--- src/hw/seil_defs.svh ---
// register map and field positions of the status and event block
`ifndef SEIL_DEFS_SVH
`define SEIL_DEFS_SVH
`define SEIL_ADDR_W 8
`define SEIL_DATA_W 8
// printed offsets
`define SEIL_OFS_STAT_LOW 8'h03
`define SEIL_OFS_STAT_HIGH 8'h04
`define SEIL_OFS_EV_SUPPLY 8'h05
`define SEIL_OFS_EV_ACC 8'h06
`define SEIL_OFS_EV_IN_LOW 8'h07
// chosen offsets
`define SEIL_OFS_CHG_STAT 8'h02
`define SEIL_OFS_MASK_SUPPLY 8'h0A
`define SEIL_OFS_MASK_ACC 8'h0B
`define SEIL_OFS_MASK_IN_LOW 8'h0C
`define SEIL_OFS_ACTIVE_STATE 8'h0D
// reset values
`define SEIL_RST_MASK 8'h00
`define SEIL_RST_ACTIVE 8'hFF
`define SEIL_RST_EVENT 8'h00
`define SEIL_RD_IDLE 8'h00
// charger and sequencer status fields
`define SEIL_CHG_COMPLETE_BIT 3
`define SEIL_CHG_TIMEOUT_BIT 4
`define SEIL_SEQ_FB_BIT 5
`define SEIL_SEQ_ACTIVE_BIT 6
`define SEIL_COMP_BIT 7
// accessory event fields
`define SEIL_ACC_FLOAT_BIT 1
`define SEIL_ACC_GND_BIT 2
// number of analog-capable general inputs
`define SEIL_ANALOG_N 3
// synchronised pin vector layout
`define SEIL_PIN_KEY 16
`define SEIL_PIN_FLOAT 17
`define SEIL_PIN_GND 18
`define SEIL_PIN_FB 19
`define SEIL_PIN_N 20
`endif

--- src/hw/seil_pkg.sv ---
// types shared by the status and event block
package seil_pkg;
    typedef logic [7:0] seil_byte_t;
    typedef enum logic [0:0]
    {
        SEIL_HOLD = 1'b0,
        SEIL_RUN = 1'b1
    } seil_state_t;
endpackage

--- src/hw/seil_top.sv ---
// status registers, event latches and interrupt request of the pmic
//
// The implementer's own choice: the plain strobed port.
`timescale 1ns/10ps
`include "seil_defs.svh"

//////////////////////////////////////////////////////////////////////////////
// Function
// - irq asserted when unmasked event set
// - change of monitored signal sets event
// - irq held masked through power-up
// - write one clears, zero keeps
// - auto-incrementing consecutive reads
// - events during clearing delayed, never lost
// - charge complete flag, cleared on start
// - charge timeout flag, cleared on start/load
// - status bit 5 shows feedback pin
// - status bit 6 shows sequencer busy
// - status bit 7 shows comparator
// - low status: inputs 0-7, analog 0-2
// - high status: inputs 8-15
// - supply event bit assignment
// - floating id: both edges, falling in powerdown
// - grounded id: both edges
// - accessory and adc event assignment
// - low input events by active state
// - status reads show live levels
module seil_top #(
    parameter int GPI_N = 16
) (
    // clock and reset
    input wire logic i_ref_clk,
    input wire logic i_reset,
    // register port
    input wire seil_pkg::seil_byte_t i_addr,
    input wire seil_pkg::seil_byte_t i_wr_data,
    input wire logic i_wr_en,
    input wire logic i_rd_en,
    input wire logic i_rd_next,
    output seil_pkg::seil_byte_t o_rd_data,
    // pins from outside the clock domain
    input wire logic [GPI_N-1:0] i_general_input,
    input wire logic i_power_key_n,
    input wire logic i_accessory_id_floating,
    input wire logic i_accessory_id_grounded,
    input wire logic i_sequencer_feedback_pin_level,
    // supply and sequencer logic
    input wire logic i_dc_adapter_detect,
    input wire logic i_vbus_detect,
    input wire logic i_system_rail_low,
    input wire logic i_rtc_alarm,
    input wire logic i_sequencer_stop,
    input wire logic i_sequencer_active,
    input wire logic i_reference_comparator,
    input wire logic i_powerup_active,
    input wire logic i_powerdown_mode,
    // charger logic
    input wire logic [2:0] i_charger_state,
    input wire logic i_charge_start,
    input wire logic i_charge_done,
    input wire logic i_charge_timeout,
    input wire logic i_charge_timer_load,
    input wire logic i_battery_temp_event,
    // adc logic
    input wire logic i_manual_conversion_done,
    input wire logic i_pen_down,
    input wire logic i_touch_sequence_done,
    input wire logic [2:0] i_analog_mode,
    input wire logic [2:0] i_analog_above_high,
    input wire logic [2:0] i_analog_cross,
    // interrupt
    output logic o_interrupt_request_n
);
    import seil_pkg::*;

    localparam int PN = `SEIL_PIN_N;

    //////////////////////////////////////////////////////////////////////////
    // pin synchronisers and edge history
    logic [PN-1:0] pins;
    logic [PN-1:0] sync1, sync2, sync3, stable, stable_d;
    logic [PN-1:0] next_stable;
    logic [4:0] lvl, lvl_d;
    logic [PN-1:0] rise, fall;
    logic [4:0] lrise, lfall;
    // declared early: edge history and event decode read them
    logic chg_complete, chg_timeout;
    seil_byte_t active_state;

    assign pins = {i_sequencer_feedback_pin_level, i_accessory_id_grounded,
        i_accessory_id_floating, i_power_key_n, i_general_input};
    assign lvl = {i_reference_comparator, chg_complete, i_system_rail_low,
        i_vbus_detect, i_dc_adapter_detect};

    // a bit moves only when the two later stages agree
    always_comb
    begin
        next_stable = (~(sync2 ^ sync3) & sync3) | ((sync2 ^ sync3) & stable);
        rise = stable & ~stable_d;
        fall = ~stable & stable_d;
        lrise = lvl & ~lvl_d;
        lfall = ~lvl & lvl_d;
    end

    always_ff @(posedge i_ref_clk or posedge i_reset)
    begin
        if (i_reset)
        begin
            sync1 <= '0;
            sync2 <= '0;
            sync3 <= '0;
            stable <= '0;
            stable_d <= '0;
            lvl_d <= '0;
        end
        else
        begin
            sync1 <= pins;
            sync2 <= sync1;
            sync3 <= sync2;
            stable <= next_stable;
            stable_d <= stable;
            lvl_d <= lvl;
        end
    end

    //////////////////////////////////////////////////////////////////////////
    // charger flags
    logic next_chg_complete, next_chg_timeout;

    // a finish in the start cycle still counts
    always_comb
    begin
        next_chg_complete = i_charge_done |
            (chg_complete & ~i_charge_start);
        next_chg_timeout = i_charge_timeout | (chg_timeout &
            ~(i_charge_start | i_charge_timer_load));
    end

    always_ff @(posedge i_ref_clk or posedge i_reset)
    begin
        if (i_reset)
        begin
            chg_complete <= 1'b0;
            chg_timeout <= 1'b0;
        end
        else
        begin
            chg_complete <= next_chg_complete;
            chg_timeout <= next_chg_timeout;
        end
    end

    //////////////////////////////////////////////////////////////////////////
    // event sources
    seil_byte_t new_a, new_b, new_c;
    logic float_evt;

    always_comb
    begin
        new_a = {lrise[4] | lfall[4], i_sequencer_stop, i_rtc_alarm,
            lrise[2], lfall[1], lfall[0], lrise[1], lrise[0]};
        float_evt = fall[`SEIL_PIN_FLOAT] |
            (rise[`SEIL_PIN_FLOAT] & ~i_powerdown_mode);
        new_b = {i_touch_sequence_done, i_pen_down,
            i_manual_conversion_done, i_battery_temp_event, lrise[3],
            rise[`SEIL_PIN_GND] | fall[`SEIL_PIN_GND],
            float_evt,
            rise[`SEIL_PIN_KEY] | fall[`SEIL_PIN_KEY]};
        for (int i = 0; i < 8; i++)
        begin
            new_c[i] = active_state[i] ? rise[i] : fall[i];
        end
        for (int i = 0; i < `SEIL_ANALOG_N; i++)
        begin
            if (i_analog_mode[i])
            begin
                new_c[i] = i_analog_cross[i];
            end
        end
    end

    //////////////////////////////////////////////////////////////////////////
    // event latches, masks and configuration
    seil_byte_t ev_a, ev_b, ev_c, pend_a, pend_b, pend_c;
    seil_byte_t mask_a, mask_b, mask_c;
    seil_byte_t next_ev_a, next_ev_b, next_ev_c;
    seil_byte_t next_pend_a, next_pend_b, next_pend_c;
    seil_byte_t next_mask_a, next_mask_b, next_mask_c, next_active;
    logic wr_a, wr_b, wr_c;

    assign wr_a = i_wr_en && i_addr == `SEIL_OFS_EV_SUPPLY;
    assign wr_b = i_wr_en && i_addr == `SEIL_OFS_EV_ACC;
    assign wr_c = i_wr_en && i_addr == `SEIL_OFS_EV_IN_LOW;

    // new events are parked one cycle while their register is being
    // cleared, so a clear cannot swallow them
    always_comb
    begin
        next_ev_a = (ev_a & ~(wr_a ? i_wr_data : '0)) | pend_a;
        next_ev_b = (ev_b & ~(wr_b ? i_wr_data : '0)) | pend_b;
        next_ev_c = (ev_c & ~(wr_c ? i_wr_data : '0)) | pend_c;
        next_pend_a = wr_a ? new_a : '0;
        next_pend_b = wr_b ? new_b : '0;
        next_pend_c = wr_c ? new_c : '0;
        if (!wr_a)
        begin
            next_ev_a = next_ev_a | new_a;
        end
        if (!wr_b)
        begin
            next_ev_b = next_ev_b | new_b;
        end
        if (!wr_c)
        begin
            next_ev_c = next_ev_c | new_c;
        end
        next_mask_a = mask_a;
        next_mask_b = mask_b;
        next_mask_c = mask_c;
        next_active = active_state;
        if (i_wr_en)
        begin
            unique case (i_addr)
                `SEIL_OFS_MASK_SUPPLY: next_mask_a = i_wr_data;
                `SEIL_OFS_MASK_ACC: next_mask_b = i_wr_data;
                `SEIL_OFS_MASK_IN_LOW: next_mask_c = i_wr_data;
                `SEIL_OFS_ACTIVE_STATE: next_active = i_wr_data;
                default: ;
            endcase
        end
    end

    always_ff @(posedge i_ref_clk or posedge i_reset)
    begin
        if (i_reset)
        begin
            ev_a <= `SEIL_RST_EVENT;
            ev_b <= `SEIL_RST_EVENT;
            ev_c <= `SEIL_RST_EVENT;
            pend_a <= `SEIL_RST_EVENT;
            pend_b <= `SEIL_RST_EVENT;
            pend_c <= `SEIL_RST_EVENT;
            mask_a <= `SEIL_RST_MASK;
            mask_b <= `SEIL_RST_MASK;
            mask_c <= `SEIL_RST_MASK;
            active_state <= `SEIL_RST_ACTIVE;
        end
        else
        begin
            ev_a <= next_ev_a;
            ev_b <= next_ev_b;
            ev_c <= next_ev_c;
            pend_a <= next_pend_a;
            pend_b <= next_pend_b;
            pend_c <= next_pend_c;
            mask_a <= next_mask_a;
            mask_b <= next_mask_b;
            mask_c <= next_mask_c;
            active_state <= next_active;
        end
    end

    //////////////////////////////////////////////////////////////////////////
    // power-up hold and interrupt line
    seil_state_t state, next_state;
    logic any_event, unmasked, next_irq_n;

    assign any_event = |{ev_a, ev_b, ev_c, pend_a, pend_b, pend_c};
    assign unmasked = |{ev_a & ~mask_a, ev_b & ~mask_b, ev_c & ~mask_c};

    // release waits for a fully clean latch set, masked bits included
    always_comb
    begin
        next_state = state;
        unique case (state)
            SEIL_HOLD:
            begin
                if (!i_powerup_active && !any_event)
                begin
                    next_state = SEIL_RUN;
                end
            end
            SEIL_RUN:
            begin
                if (i_powerup_active)
                begin
                    next_state = SEIL_HOLD;
                end
            end
        endcase
        next_irq_n = !(state == SEIL_RUN && unmasked);
    end

    always_ff @(posedge i_ref_clk or posedge i_reset)
    begin
        if (i_reset)
        begin
            state <= SEIL_HOLD;
            o_interrupt_request_n <= 1'b1;
        end
        else
        begin
            state <= next_state;
            o_interrupt_request_n <= next_irq_n;
        end
    end

    //////////////////////////////////////////////////////////////////////////
    // read port
    seil_byte_t rd_ptr, next_rd_ptr, rd_addr, stat_low, stat_chg;
    seil_byte_t next_rd_data;

    assign rd_addr = i_rd_next ? rd_ptr : i_addr;

    always_comb
    begin
        stat_low = stable[7:0];
        for (int i = 0; i < `SEIL_ANALOG_N; i++)
        begin
            if (i_analog_mode[i])
            begin
                stat_low[i] = i_analog_above_high[i];
            end
        end
        stat_chg = {i_reference_comparator,
            i_sequencer_active,
            stable[`SEIL_PIN_FB],
            chg_timeout, chg_complete, i_charger_state};
        next_rd_ptr = rd_ptr;
        next_rd_data = `SEIL_RD_IDLE;
        if (i_rd_en || i_rd_next)
        begin
            next_rd_ptr = rd_addr + 8'h01;
            unique case (rd_addr)
                `SEIL_OFS_CHG_STAT: next_rd_data = stat_chg;
                `SEIL_OFS_STAT_LOW: next_rd_data = stat_low;
                `SEIL_OFS_STAT_HIGH: next_rd_data = stable[15:8];
                `SEIL_OFS_EV_SUPPLY: next_rd_data = ev_a;
                `SEIL_OFS_EV_ACC: next_rd_data = ev_b;
                `SEIL_OFS_EV_IN_LOW: next_rd_data = ev_c;
                `SEIL_OFS_MASK_SUPPLY: next_rd_data = mask_a;
                `SEIL_OFS_MASK_ACC: next_rd_data = mask_b;
                `SEIL_OFS_MASK_IN_LOW: next_rd_data = mask_c;
                `SEIL_OFS_ACTIVE_STATE: next_rd_data = active_state;
                default: next_rd_data = `SEIL_RD_IDLE;
            endcase
        end
    end

    always_ff @(posedge i_ref_clk or posedge i_reset)
    begin
        if (i_reset)
        begin
            rd_ptr <= 8'h00;
            o_rd_data <= `SEIL_RD_IDLE;
        end
        else
        begin
            rd_ptr <= next_rd_ptr;
            o_rd_data <= next_rd_data;
        end
    end

    //////////////////////////////////////////////////////////////////////////
    // checks
    chk_irq_assert: assert property (@(posedge i_ref_clk) disable iff (i_reset)
        state == SEIL_RUN && unmasked |=> !o_interrupt_request_n)
        else $error("irq not asserted for unmasked event");
    chk_irq_release: assert property (@(posedge i_ref_clk) disable iff (i_reset)
        !unmasked |=> o_interrupt_request_n)
        else $error("irq not released");
    chk_hold_masks: assert property (@(posedge i_ref_clk) disable iff (i_reset)
        state == SEIL_HOLD |=> o_interrupt_request_n)
        else $error("irq escaped power-up hold");
    chk_clear_ones: assert property (@(posedge i_ref_clk) disable iff (i_reset)
        wr_a && pend_a == 8'h00 |=> (ev_a & $past(i_wr_data)) == 8'h00)
        else $error("written one did not clear");
    chk_keep_zeros: assert property (@(posedge i_ref_clk) disable iff (i_reset)
        wr_b |=> ($past(ev_b) & ~$past(i_wr_data) & ~ev_b) == 8'h00)
        else $error("written zero changed event");
    chk_event_kept: assert property (@(posedge i_ref_clk) disable iff (i_reset)
        wr_a && new_a != 8'h00 |=> ##1 (ev_a & $past(new_a, 2)) != 8'h00)
        else $error("event lost during clear");
    chk_sticky_bits: assert property (@(posedge i_ref_clk) disable iff (i_reset)
        !wr_c |=> ($past(ev_c) & ~ev_c) == 8'h00)
        else $error("event dropped without clear");
    chk_dc_event: assert property (@(posedge i_ref_clk) disable iff (i_reset)
        lrise[0] && !wr_a |=> ev_a[0])
        else $error("dc detect event missing");
    chk_float_pd: assert property (@(posedge i_ref_clk) disable iff (i_reset)
        i_powerdown_mode && rise[`SEIL_PIN_FLOAT] && !ev_b[1] && !pend_b[1]
        && !wr_b && !i_pen_down |=> !ev_b[1])
        else $error("floating rise latched in powerdown");
    chk_chg_start: assert property (@(posedge i_ref_clk) disable iff (i_reset)
        i_charge_start && !i_charge_done |=> ##1 !o_rd_data[3] || !$past(i_rd_en)
        || $past(i_addr) != `SEIL_OFS_CHG_STAT || $past(i_charge_done))
        else $error("charge complete not cleared");
    chk_high_read: assert property (@(posedge i_ref_clk) disable iff (i_reset)
        i_rd_en && i_addr == `SEIL_OFS_STAT_HIGH |=>
        o_rd_data == $past(stable[15:8]))
        else $error("high status read wrong");
endmodule

--- config.mk ---
export PLATFORM = sky130hd
export DESIGN_NAME = seil_top
export DESIGN_NICKNAME = d
export VERILOG_FILES = /design/src/hw/seil_pkg.sv /design/src/hw/seil_top.sv
export VERILOG_INCLUDE_DIRS = /design/src /design/src/hw
export SDC_FILE = /design/constraint.sdc
export NUM_CORES = 1
export LEC_CHECK = 0
export BUFFER_PORTS_ARGS = -buffer_cell sky130_fd_sc_hd__buf_2
export CAP_MARGIN = 5
export CORE_ASPECT_RATIO = 1.5
export CORE_MARGIN = 1
export CORE_UTILIZATION = 63
export DETAILED_ROUTE_END_ITERATION = 8
export PLACE_DENSITY_LB_ADDON = 0.2
export SETUP_SLACK_MARGIN = 0.2
export SLEW_MARGIN = 20
export SYNTH_ARGS = -nofsm -noshare
export SYNTH_HDL_FRONTEND = slang
export SYNTH_SLANG_ARGS = --single-unit
--- constraint.sdc ---
create_clock -name i_ref_clk -period 8.6 [get_ports i_ref_clk]
set_input_delay 0.43 -clock i_ref_clk [delete_from_list [all_inputs] [get_ports i_ref_clk]]
set_output_delay 0.43 -clock i_ref_clk [all_outputs]
set_load 0.02 [all_outputs]
==> results.cfg, run 1 <==
[floorplanning]
core-area_um2 = 12500
io_pins = 79
start_util_pct = 64.6
fp.dieArea_um2 = 13300
rows = 50
die_y_um = 141
fp.dieW_um = 94.5

[logic_synthesis]
ys_async_sr_fraction_pct = 100
yosys.area.top_type = dfrtp_1
yosys.cell_count.top_type = dfrtp_1
synth-edff-count = 0
synthTopCellsByArea = dfrtp_1 58%, mux2_2 4.2%, dfstp_2 2.9%
synth_flop_cell = dfrtp_1
synth_top_area_share_pct = 57.9
syn_area_per_cell_um2 = 11.9
ys_ff_latch = 196
syn-cell-area_um2 = 8080
synth_cells = 681
yosysWarnings = 0
synth.distinct_cells = 62
synthTopCellsByCount = 187 x dfrtp_1, 40 x nand2_1, 39 x nor2_1
ys_seq_area_share_pct = 60.8
synth_nets = 755

[timing]
tns_ns = 0
fmax_mhz = 324
finalHoldViolations = 0
hold_slack_ns = 0.102
worst_pin_slew_ns = 1.19
min_period_ns = 3.09
fin_skew_ns = 0.0118
finalCritPeriodShare_pct = 35.9
setup_viol = 0
relSlewSlack_pct = 20.5
grt_setup_unrepaired = false
finalMaxSlewViolations = 0

[critical_path]
critPathKind = in -> reg
crit_fanout = 52
worst_ep_arrival_time_ns = 3.42
worst_setup_path_end_kind = flop
cp-start-kind = input pin
crit_required_ns = 8.93

[route]
routedWlPerCell_um = 23.9
first_pass_iters = 6
ant_nets = 0
drt-vias-per-instance = 6.48
drt_iter0_drc = 507
route.detailed.drc = 0
vias = 5999
totalWireLength_mm = 22.1

[final_layout]
nets = 831
diodes = 0
layout-drive-gt1-share_pct = 21.6
area_delta_synth_final_pct = 13.9

[cts]
clock_latency_ns = 0.43
htree_levels = 4
holdBufCountCts = 0
clkTransAtPathRegs_ns = 0.08
clockBufferDepth = 2
cts_setup_buffers = 0
cts_resized = 0
cts_made_buffers = 17
cts_tree = built
root_buffer = clkbuf_16
cts.sinks = 196

[power_and_ir_drop]
total_leakage_power_nw = 4.10
ir_worst_vdd_uv = 163
powerDensity_nw_per_um2 = 221

[global_routing]
grt_pass1_vias = 6159
grt_antenna_before_repair = 0
grt_first_pass_wirelength_mm = 34.0
grt_overflow = 0
gr-usage-all-layers_pct = 35.4
grt_max_degree = 111

[placement]
dpl.hpwl_mm = 16.0
place_congestion = 0.948
numPortBuffers = 78

[status]
status = finished, final reports clean

[worst_hold_path]
holdCritPathClass = in -> reg

[flow_run]
max_cap_violations = 0
## power breakdown
group,switching [mW],internal (mW)
logic,0.127,0.0802
registers,0.0444,0.970
clock network,0.391,0.422
## stage by stage
stage | power, mW | cells | cell area [um2] | worst slack [ns] | utilization [%]
floorplan | 1.15 | 681 | 8080 | 2.84 | -
detailed placement | 1.23 | 894 | 8580 | 5.21 | 68.6
finish | 2.03 | 926 | 9210 | 5.51 | 73.6
CTS | 2.04 | 926 | 9200 | 5.65 | 73.5
global route | 2.10 | 926 | 9210 | 5.31 | 73.6
global placement | 1.22 | 894 | 8580 | 5.38 | 68.6
## metal layers
layer  GRT usage [%]  routed length (um)
met3            4.58                1100
met4            20.3                1370
met1            44.1                8560
met2            59.1               11100
met5               0                   0
## layout make-up
class                      instances  area [um2]
sequential                       196        4920
fill                             846        3300
multi-input combinational        430        2950
clock buffer                      18         429
timing repair buffer              79         402
tap                              156         195
clock inverter                    14         189
inverter                          33         131
## worst paths after layout
path                                            start  slack (ns)  depth (start not counted)                      to
worst max register to register  rd_ptr[0]$_DFFE_PP0P_        5.84                          8  o_rd_data[4]$_DFF_PP0_
worst min-delay path               i_general_input[4]        0.10                          1      sync1[4]$_DFF_PP0_
max in group asynchronous                     i_reset        7.23                          3         state$_DFF_PP0_
worst min register to register    sync1[19]$_DFF_PP0_        0.35                          0     sync2[19]$_DFF_PP0_
worst max-delay path                        i_rd_next        5.51                         10  o_rd_data[4]$_DFF_PP0_
min in group asynchronous                     i_reset        0.11                          2      sync3[0]$_DFF_PP0_
## logic make-up (layout without fill, tap and decap cells)
logic type / after synthesis / count (layout) / share of synthesized area [%]
muxes: 36 / 36 / 4.92
AOI/OAI and AO/OA: 166 / 166 / 14.2
buffers and inverters: 55 / 144 / 2.83
xor gates and xnor gates: 9 / 9 / 0.975
DFF: 196 / 196 / 60.8
adders and majority gates: 24 / 24 / 3.10
and+or+nand+nor: 195 / 195 / 13.1
## layout by cell type, fill, tap and decap left out, types with 10 or more instances in the layout
cell,count
dfrtp_1,187
buf_2,78
nand2_1,40
nor2_1,39
inv_1,32
a21oi_1,32
mux2_2,30
o21ai_0,26
maj3_1,20
a22oi_1,17
clkbuf_16,17
nor2b_1,16
nor4_1,15
o22ai_1,14
nand2b_1,13
a21o_1,13
a22o_1,12
a31oi_1,10
## worst max-delay path: stages
cell and delay (ns):
buf_2 0.61, nand2_1 0.18, o21a_1 0.20, inv_1 0.10
ha_1 0.48, nor4b_1 0.43, a31oi_1 0.21, nor3_1 0.41
a22oi_1 0.12, a31oi_1 0.23
No activity file was read; power rests on OpenSTA's default activity.
==> run 2, diff against run 1 <==
--- a/config.mk
+++ b/config.mk
@@ -6,11 +6,12 @@
 export SDC_FILE = /design/constraint.sdc
 export NUM_CORES = 1
 export LEC_CHECK = 0
+export ABC_AREA = 1
 export BUFFER_PORTS_ARGS = -buffer_cell sky130_fd_sc_hd__buf_2
 export CAP_MARGIN = 5
 export CORE_ASPECT_RATIO = 1.5
 export CORE_MARGIN = 1
-export CORE_UTILIZATION = 63
+export CORE_UTILIZATION = 53
 export DETAILED_ROUTE_END_ITERATION = 8
 export PLACE_DENSITY_LB_ADDON = 0.2
 export SETUP_SLACK_MARGIN = 0.2
==> constraint.sdc (replaced) <==
create_clock -name i_ref_clk -period 2.5 [get_ports i_ref_clk]
set_input_delay 0.125 -clock i_ref_clk [delete_from_list [all_inputs] [get_ports i_ref_clk]]
set_output_delay 0.125 -clock i_ref_clk [all_outputs]
set_load 0.02 [all_outputs]
==> results.cfg, run 2 <==
[logic_synthesis]
synth_flop_cell = dfrtp_1
syn-cell-area_um2 = 7880
synthTopCellsByCount = 187 x dfrtp_1, 131 x nand2_1, 95 x nand3_1
synth.distinct_cells = 32
ys_seq_area_share_pct = 62.4
synthTopCellsByArea = dfrtp_1 59%, nand2_1 6.2%, nand3_1 6.0%
synth-edff-count = 0
ys_async_sr_fraction_pct = 100
yosys.area.top_type = dfrtp_1
yosys.cell_count.top_type = dfrtp_1
yosysWarnings = 0
ys_ff_latch = 196
syn_area_per_cell_um2 = 9.76
synth_nets = 881
synth_cells = 807
synth_top_area_share_pct = 59.4

[cts]
cts_resized = 0
htree_levels = 4
root_buffer = clkbuf_16
cts_tree = built
clkTransAtPathRegs_ns = 0.08
cts_setup_buffers = 0
cts_made_buffers = 17
clockBufferDepth = 2
cts.sinks = 196
clock_latency_ns = 0.44
holdBufCountCts = 41

[floorplanning]
io_pins = 79
core-area_um2 = 14500
start_util_pct = 54.2
die_y_um = 151
fp.dieArea_um2 = 15400
rows = 54
fp.dieW_um = 102

[final_layout]
final_common_cell = dfrtp_1
final_area_um2 = 9570
layout-drive-gt1-share_pct = 15.4
nets = 1012
final_cell_mix = 187 x dfrtp_1, 131 x nand2_1, 95 x nand3_1
final_util_pct = 65.8
area_delta_synth_final_pct = 21.4
diodes = 0
instances_no_fill = 1147

[route]
vias = 6296
first_pass_iters = 6
ant_nets = 0
wl_met1_mm = 8.36
dr_wl_met3_um = 917
route.detailed.drc = 0
totalWireLength_mm = 21.8
top_layer = met4
drt-vias-per-instance = 5.49
routedWlPerCell_um = 19.0
drt_iter0_drc = 402
met2_length_mm = 11.4

[critical_path]
worst_ep_arrival_time_ns = 2.32
crit_fanout = 8
worst_path_max_delay_cell = nor2_2
worstPathCellList = nand2_1 > o21ai_1 > ha_1 > inv_1 > nor2_2 > nand3_1 > o21ai_0 > nor2_1 > a21oi_1
critPathKind = reg -> reg
cp-start-kind = flop
crit_required_ns = 2.86
crit_path_max_incr_delay_ns = 0.46
worst_setup_path_end_kind = flop
r2r_cells = 9

[timing]
tns_ns = 0
hold_slack_ns = 0.00511
worst_pin_slew_ns = 0.821
finalHoldViolations = 0
setup_viol = 0
min_period_ns = 1.96
finalCritPeriodShare_pct = 78.5
finalMaxSlewViolations = 0
relSlewSlack_pct = 45.1
fin_skew_ns = 0.00716
fmax_mhz = 510
grt_setup_unrepaired = false
setup_slack_ns = 0.537

[placement]
pre_cts_slack_ns = 0.558
place_congestion = 0.922
placed_area_um2 = 8550
numPortBuffers = 78
dpl.hpwl_mm = 15.7
post-place-cells = 1074

[power_and_ir_drop]
ir_worst_vdd_uv = 554
total_power_mw = 6.77
total_leakage_power_nw = 4.57
powerDensity_nw_per_um2 = 708

[status]
status = finished, final reports clean

[global_routing]
grt_antenna_before_repair = 0
grt_pass1_vias = 6232
gr-usage-all-layers_pct = 30.4
grt_overflow = 0
grt_max_degree = 66
grt_first_pass_wirelength_mm = 33.5

[worst_hold_path]
holdCritPathClass = in -> reg
whs_path_depth = 4

[flow_run]
max_cap_violations = 0
==> run 2: path summary, 6_finish.rpt <==
| path | endpoint | slack, ns | start |
|---|---|---|---|
| min | ev_a[4]$_DFF_PP0_ | 0.005 | i_wr_data[4] |
| max in group asynchronous | pend_a[4]$_DFF_PP0_ | 1.57 | i_reset |
| max | o_rd_data[4]$_DFF_PP0_ | 0.54 | rd_ptr[0]$_DFFE_PP0P_ |
| min in group asynchronous | sync1[12]$_DFF_PP0_ | 0.19 | i_reset |
| min reg2reg | sync2[8]$_DFF_PP0_ | 0.35 | sync1[8]$_DFF_PP0_ |
| max reg2reg | o_rd_data[4]$_DFF_PP0_ | 0.54 | rd_ptr[0]$_DFFE_PP0P_ |
==> run 2: cells by family (layout without fill, tap and decap cells) <==
kind of cell	after synthesis	count (layout)	synth area share, %
AND/OR/NAND/NOR	335	335	18.8
flip-flops	196	196	62.4
AO/OA/AOI/OAI	132	132	8.96
buffers and inverters	112	256	5.70
adder cells (fa/ha/maj)	24	24	3.18
XOR/XNOR	5	5	0.556
multiplexers	3	3	0.381
==> run 2: power by group <==
group          internal, mW  switching (mW)
Clock                  1.44            1.35
Sequential             3.33           0.108
Combinational         0.209           0.336
Total                  4.98            1.79
==> run 2: critical path: cells and delay by family, from the launching register on <==
kind,cells,cell delay (ns)
compound gates,3,0.43
fa+ha+maj,1,0.24
buf+inv,1,0.12
simple gates,4,0.74
flops,1,0.36
==> run 2: area by class of cell <==
type	instances	area (um2)
clock buffer	18	429
clock inverter	14	178
fill	1147	4960
inverter	96	364
multi-input combinational	499	2510
sequential	196	4920
tap	196	245
timing repair buffer	128	918
==> run 2: per-layer routing <==
layer,up-vias,global-route usage (%)
met5,-,0
met4,0,16.2
met3,55,5.21
met2,220,53.3
met1,3093,35.1
li1,2928,-
==> run 3, diff against run 2 <==
--- a/config.mk
+++ b/config.mk
@@ -11,7 +11,7 @@
 export CAP_MARGIN = 5
 export CORE_ASPECT_RATIO = 1.5
 export CORE_MARGIN = 1
-export CORE_UTILIZATION = 53
+export CORE_UTILIZATION = 58
 export DETAILED_ROUTE_END_ITERATION = 8
 export PLACE_DENSITY_LB_ADDON = 0.2
 export SETUP_SLACK_MARGIN = 0.2
==> constraint.sdc (replaced) <==
create_clock -name i_ref_clk -period 2 [get_ports i_ref_clk]
set_input_delay 0.1 -clock i_ref_clk [delete_from_list [all_inputs] [get_ports i_ref_clk]]
set_output_delay 0.1 -clock i_ref_clk [all_outputs]
set_load 0.02 [all_outputs]
==> results.cfg, run 3 (same netlist as run 2, synthesis figures left out) <==
[cts]
clkTransAtPathRegs_ns = 0.08
htree_levels = 4
cts_made_buffers = 17
cts.sinks = 196
cts_tree = built
clock_latency_ns = 0.43
root_buffer = clkbuf_16
clockBufferDepth = 2

[critical_path]
cpMostUsedCell = nand2_1
cp-start-kind = flop
worst_setup_path_end_kind = flop
r2r-end = o_rd_data[4]$_DFF_PP0_
worst_path_max_delay_cell = dfrtp_1
critPathKind = reg -> reg
crit_path_max_incr_delay_ns = 0.39
worst_ep_arrival_time_ns = 2.17
r2r_cells = 10
reg2reg_slack_ns = 0.19
cp_num_buf_inv = 2
crit_fanout = 35
worstPathCellList = inv_1 > nand2_1 > nand2_2 > nand2_1 > nor2_8 > buf_12 > nand2_1 > o21ai_0 > nor2_1 > a21oi_1
reg2reg_from = rd_ptr[6]$_DFFE_PP0P_
crit_family = simple AND/OR/NAND/NOR gates
crit_required_ns = 2.35

[timing]
fmax_mhz = 551
grt_setup_unrepaired = true
setup_slack_ns = 0.185
min_period_ns = 1.81
finalHoldViolations = 0
setup_viol = 0
finalCritPeriodShare_pct = 90.7
finalMaxSlewViolations = 0
fin_skew_ns = 0.0163
worst_pin_slew_ns = 0.622
relSlewSlack_pct = 58.4

[placement]
placed_area_um2 = 8570
numPortBuffers = 78
post-place-cells = 1043
place_congestion = 0.939
dpl.hpwl_mm = 16.0
pre_cts_slack_ns = -0.0105

[global_routing]
grt_pass1_vias = 6909
grt_overflow = 0
grt_antenna_before_repair = 0
grt_max_degree = 66
gr-usage-all-layers_pct = 34.8
grt_first_pass_wirelength_mm = 36.2

[route]
route.detailed.drc = 0
first_pass_iters = 5
drt_iter0_drc = 441
totalWireLength_mm = 23.3
ant_nets = 0
drt-vias-per-instance = 5.86
routedWlPerCell_um = 20.8
vias = 6557

[flow_run]
max_cap_violations = 0

[floorplanning]
io_pins = 79
core-area_um2 = 13100
fp.dieArea_um2 = 14100
start_util_pct = 59.9
die_y_um = 145
fp.dieW_um = 97.2
rows = 51

[worst_hold_path]
min_from = i_analog_mode[1]
whs_path_depth = 3
hold_end = pend_c[1]$_DFF_PP0_
holdCritPathClass = in -> reg

[final_layout]
multi_input_area_um2 = 2570
layout-drive-gt1-share_pct = 17.3
seqCellArea_um2 = 4920
area_delta_synth_final_pct = 23.2
final_area_um2 = 9710
instances_no_fill = 1119
n_fill_cell = 882
nets = 1021
diodes = 0
final_common_cell = dfrtp_1
final_cell_mix = 187 x dfrtp_1, 129 x nand2_1, 95 x nand3_1

[power_and_ir_drop]
switchingPower_mw = 2.36
sw_frac_of_total_pct = 27.6
intPower_mw = 6.19
total_leakage_power_nw = 4.65
pwr-share-clk_pct = 41.1
p_comb_share_pct = 8.6
ir_worst_vdd_uv = 659
powerDensity_nw_per_um2 = 880
sequentialPowerShare_pct = 50.3

[status]
status = finished, final reports clean
[run 3: changes by cell type in the layout (fill, tap and decap cells not counted), sizes merged]
| cell | before | now |
|---|---|---|
| dlygate4sd3 | 41 | 40 |
| clkinvlp | 1 | 2 |
| clkinv | 8 | 10 |
| inv | 100 | 98 |
| buf | 87 | 97 |
| bufinv | 1 | 0 |
[run 3: worst max-delay path by stage]
stage                                startpoint  depth (start not counted)                         end  slack [ns]
after floorplan                         i_reset                          1  asynchronous set/reset pin       -0.63
after global placement                i_rd_next                         10      o_rd_data[4]$_DFF_PP0_        0.05
after detailed placement              i_rd_next                          9      o_rd_data[4]$_DFF_PP0_       -0.01
after CTS                 rd_ptr[6]$_DFFE_PP0P_                         10      o_rd_data[3]$_DFF_PP0_        0.20
after global routing      rd_ptr[6]$_DFFE_PP0P_                         10      o_rd_data[4]$_DFF_PP0_        0.11
final                     rd_ptr[6]$_DFFE_PP0P_                         10      o_rd_data[4]$_DFF_PP0_        0.19
[run 3: final cells by class]
type | count | share of cell area (%)
sequential | 196 | 50.6
timing repair buffer | 137 | 10.8
tap | 159 | 2.05
clock buffer | 18 | 4.52
multi-input combinational | 499 | 26.4
inverter | 96 | 3.75
clock inverter | 14 | 1.84
[run 3: power groups by stage]
| stage | logic [mW] | clock network (mW) | registers, mW |
|---|---|---|---|
| after CTS | 0.714 | 3.52 | 4.30 |
| after floorplan | 0.392 | 0 | 4.32 |
| final | 0.734 | 3.51 | 4.30 |
| after global routing | 0.816 | 3.67 | 4.32 |
| after global placement | 0.599 | 0 | 4.36 |
| after detailed placement | 0.629 | 0 | 4.37 |
[run 3: routing by layer]
layer  global-route usage (%)  share of wire (%)
met4                     24.3                6.9
met1                     39.4                 37
met2                     61.0                 51
met5                        0                  0
met3                     5.33                4.7
[run 3: timing repair]
item | 4_1_cts | 5_1_grt
hold buffers | 40 | 0
pin swaps | 2 | 1
setup endpoints to repair | 8 | 8
buffers inserted | 2 | 2
hold endpoints to repair | 64 | 0
resized for setup | 10 | 9
[run 3: metrics by stage]
| step | TNS, ns | utilization, % | hold slack, ns | power [mW] |
|---|---|---|---|---|
| finish | 0 | 73.9 | 0.00849 | 8.55 |
| global route | 0 | 73.9 | 0.0114 | 8.81 |
| CTS | 0 | 73.5 | 0.00275 | 8.53 |
| detailed placement | -0.0190 | 65.2 | 0.182 | 5.00 |
| global placement | 0 | 65.2 | 0.172 | 4.96 |
| floorplan | -116.88 | - | 0.131 | 4.72 |
[run 3: tightest hold or removal path, stage by stage]
cell     delay (ns)
buf_2          0.11
mux2i_1        0.10
nor2_1         0.09
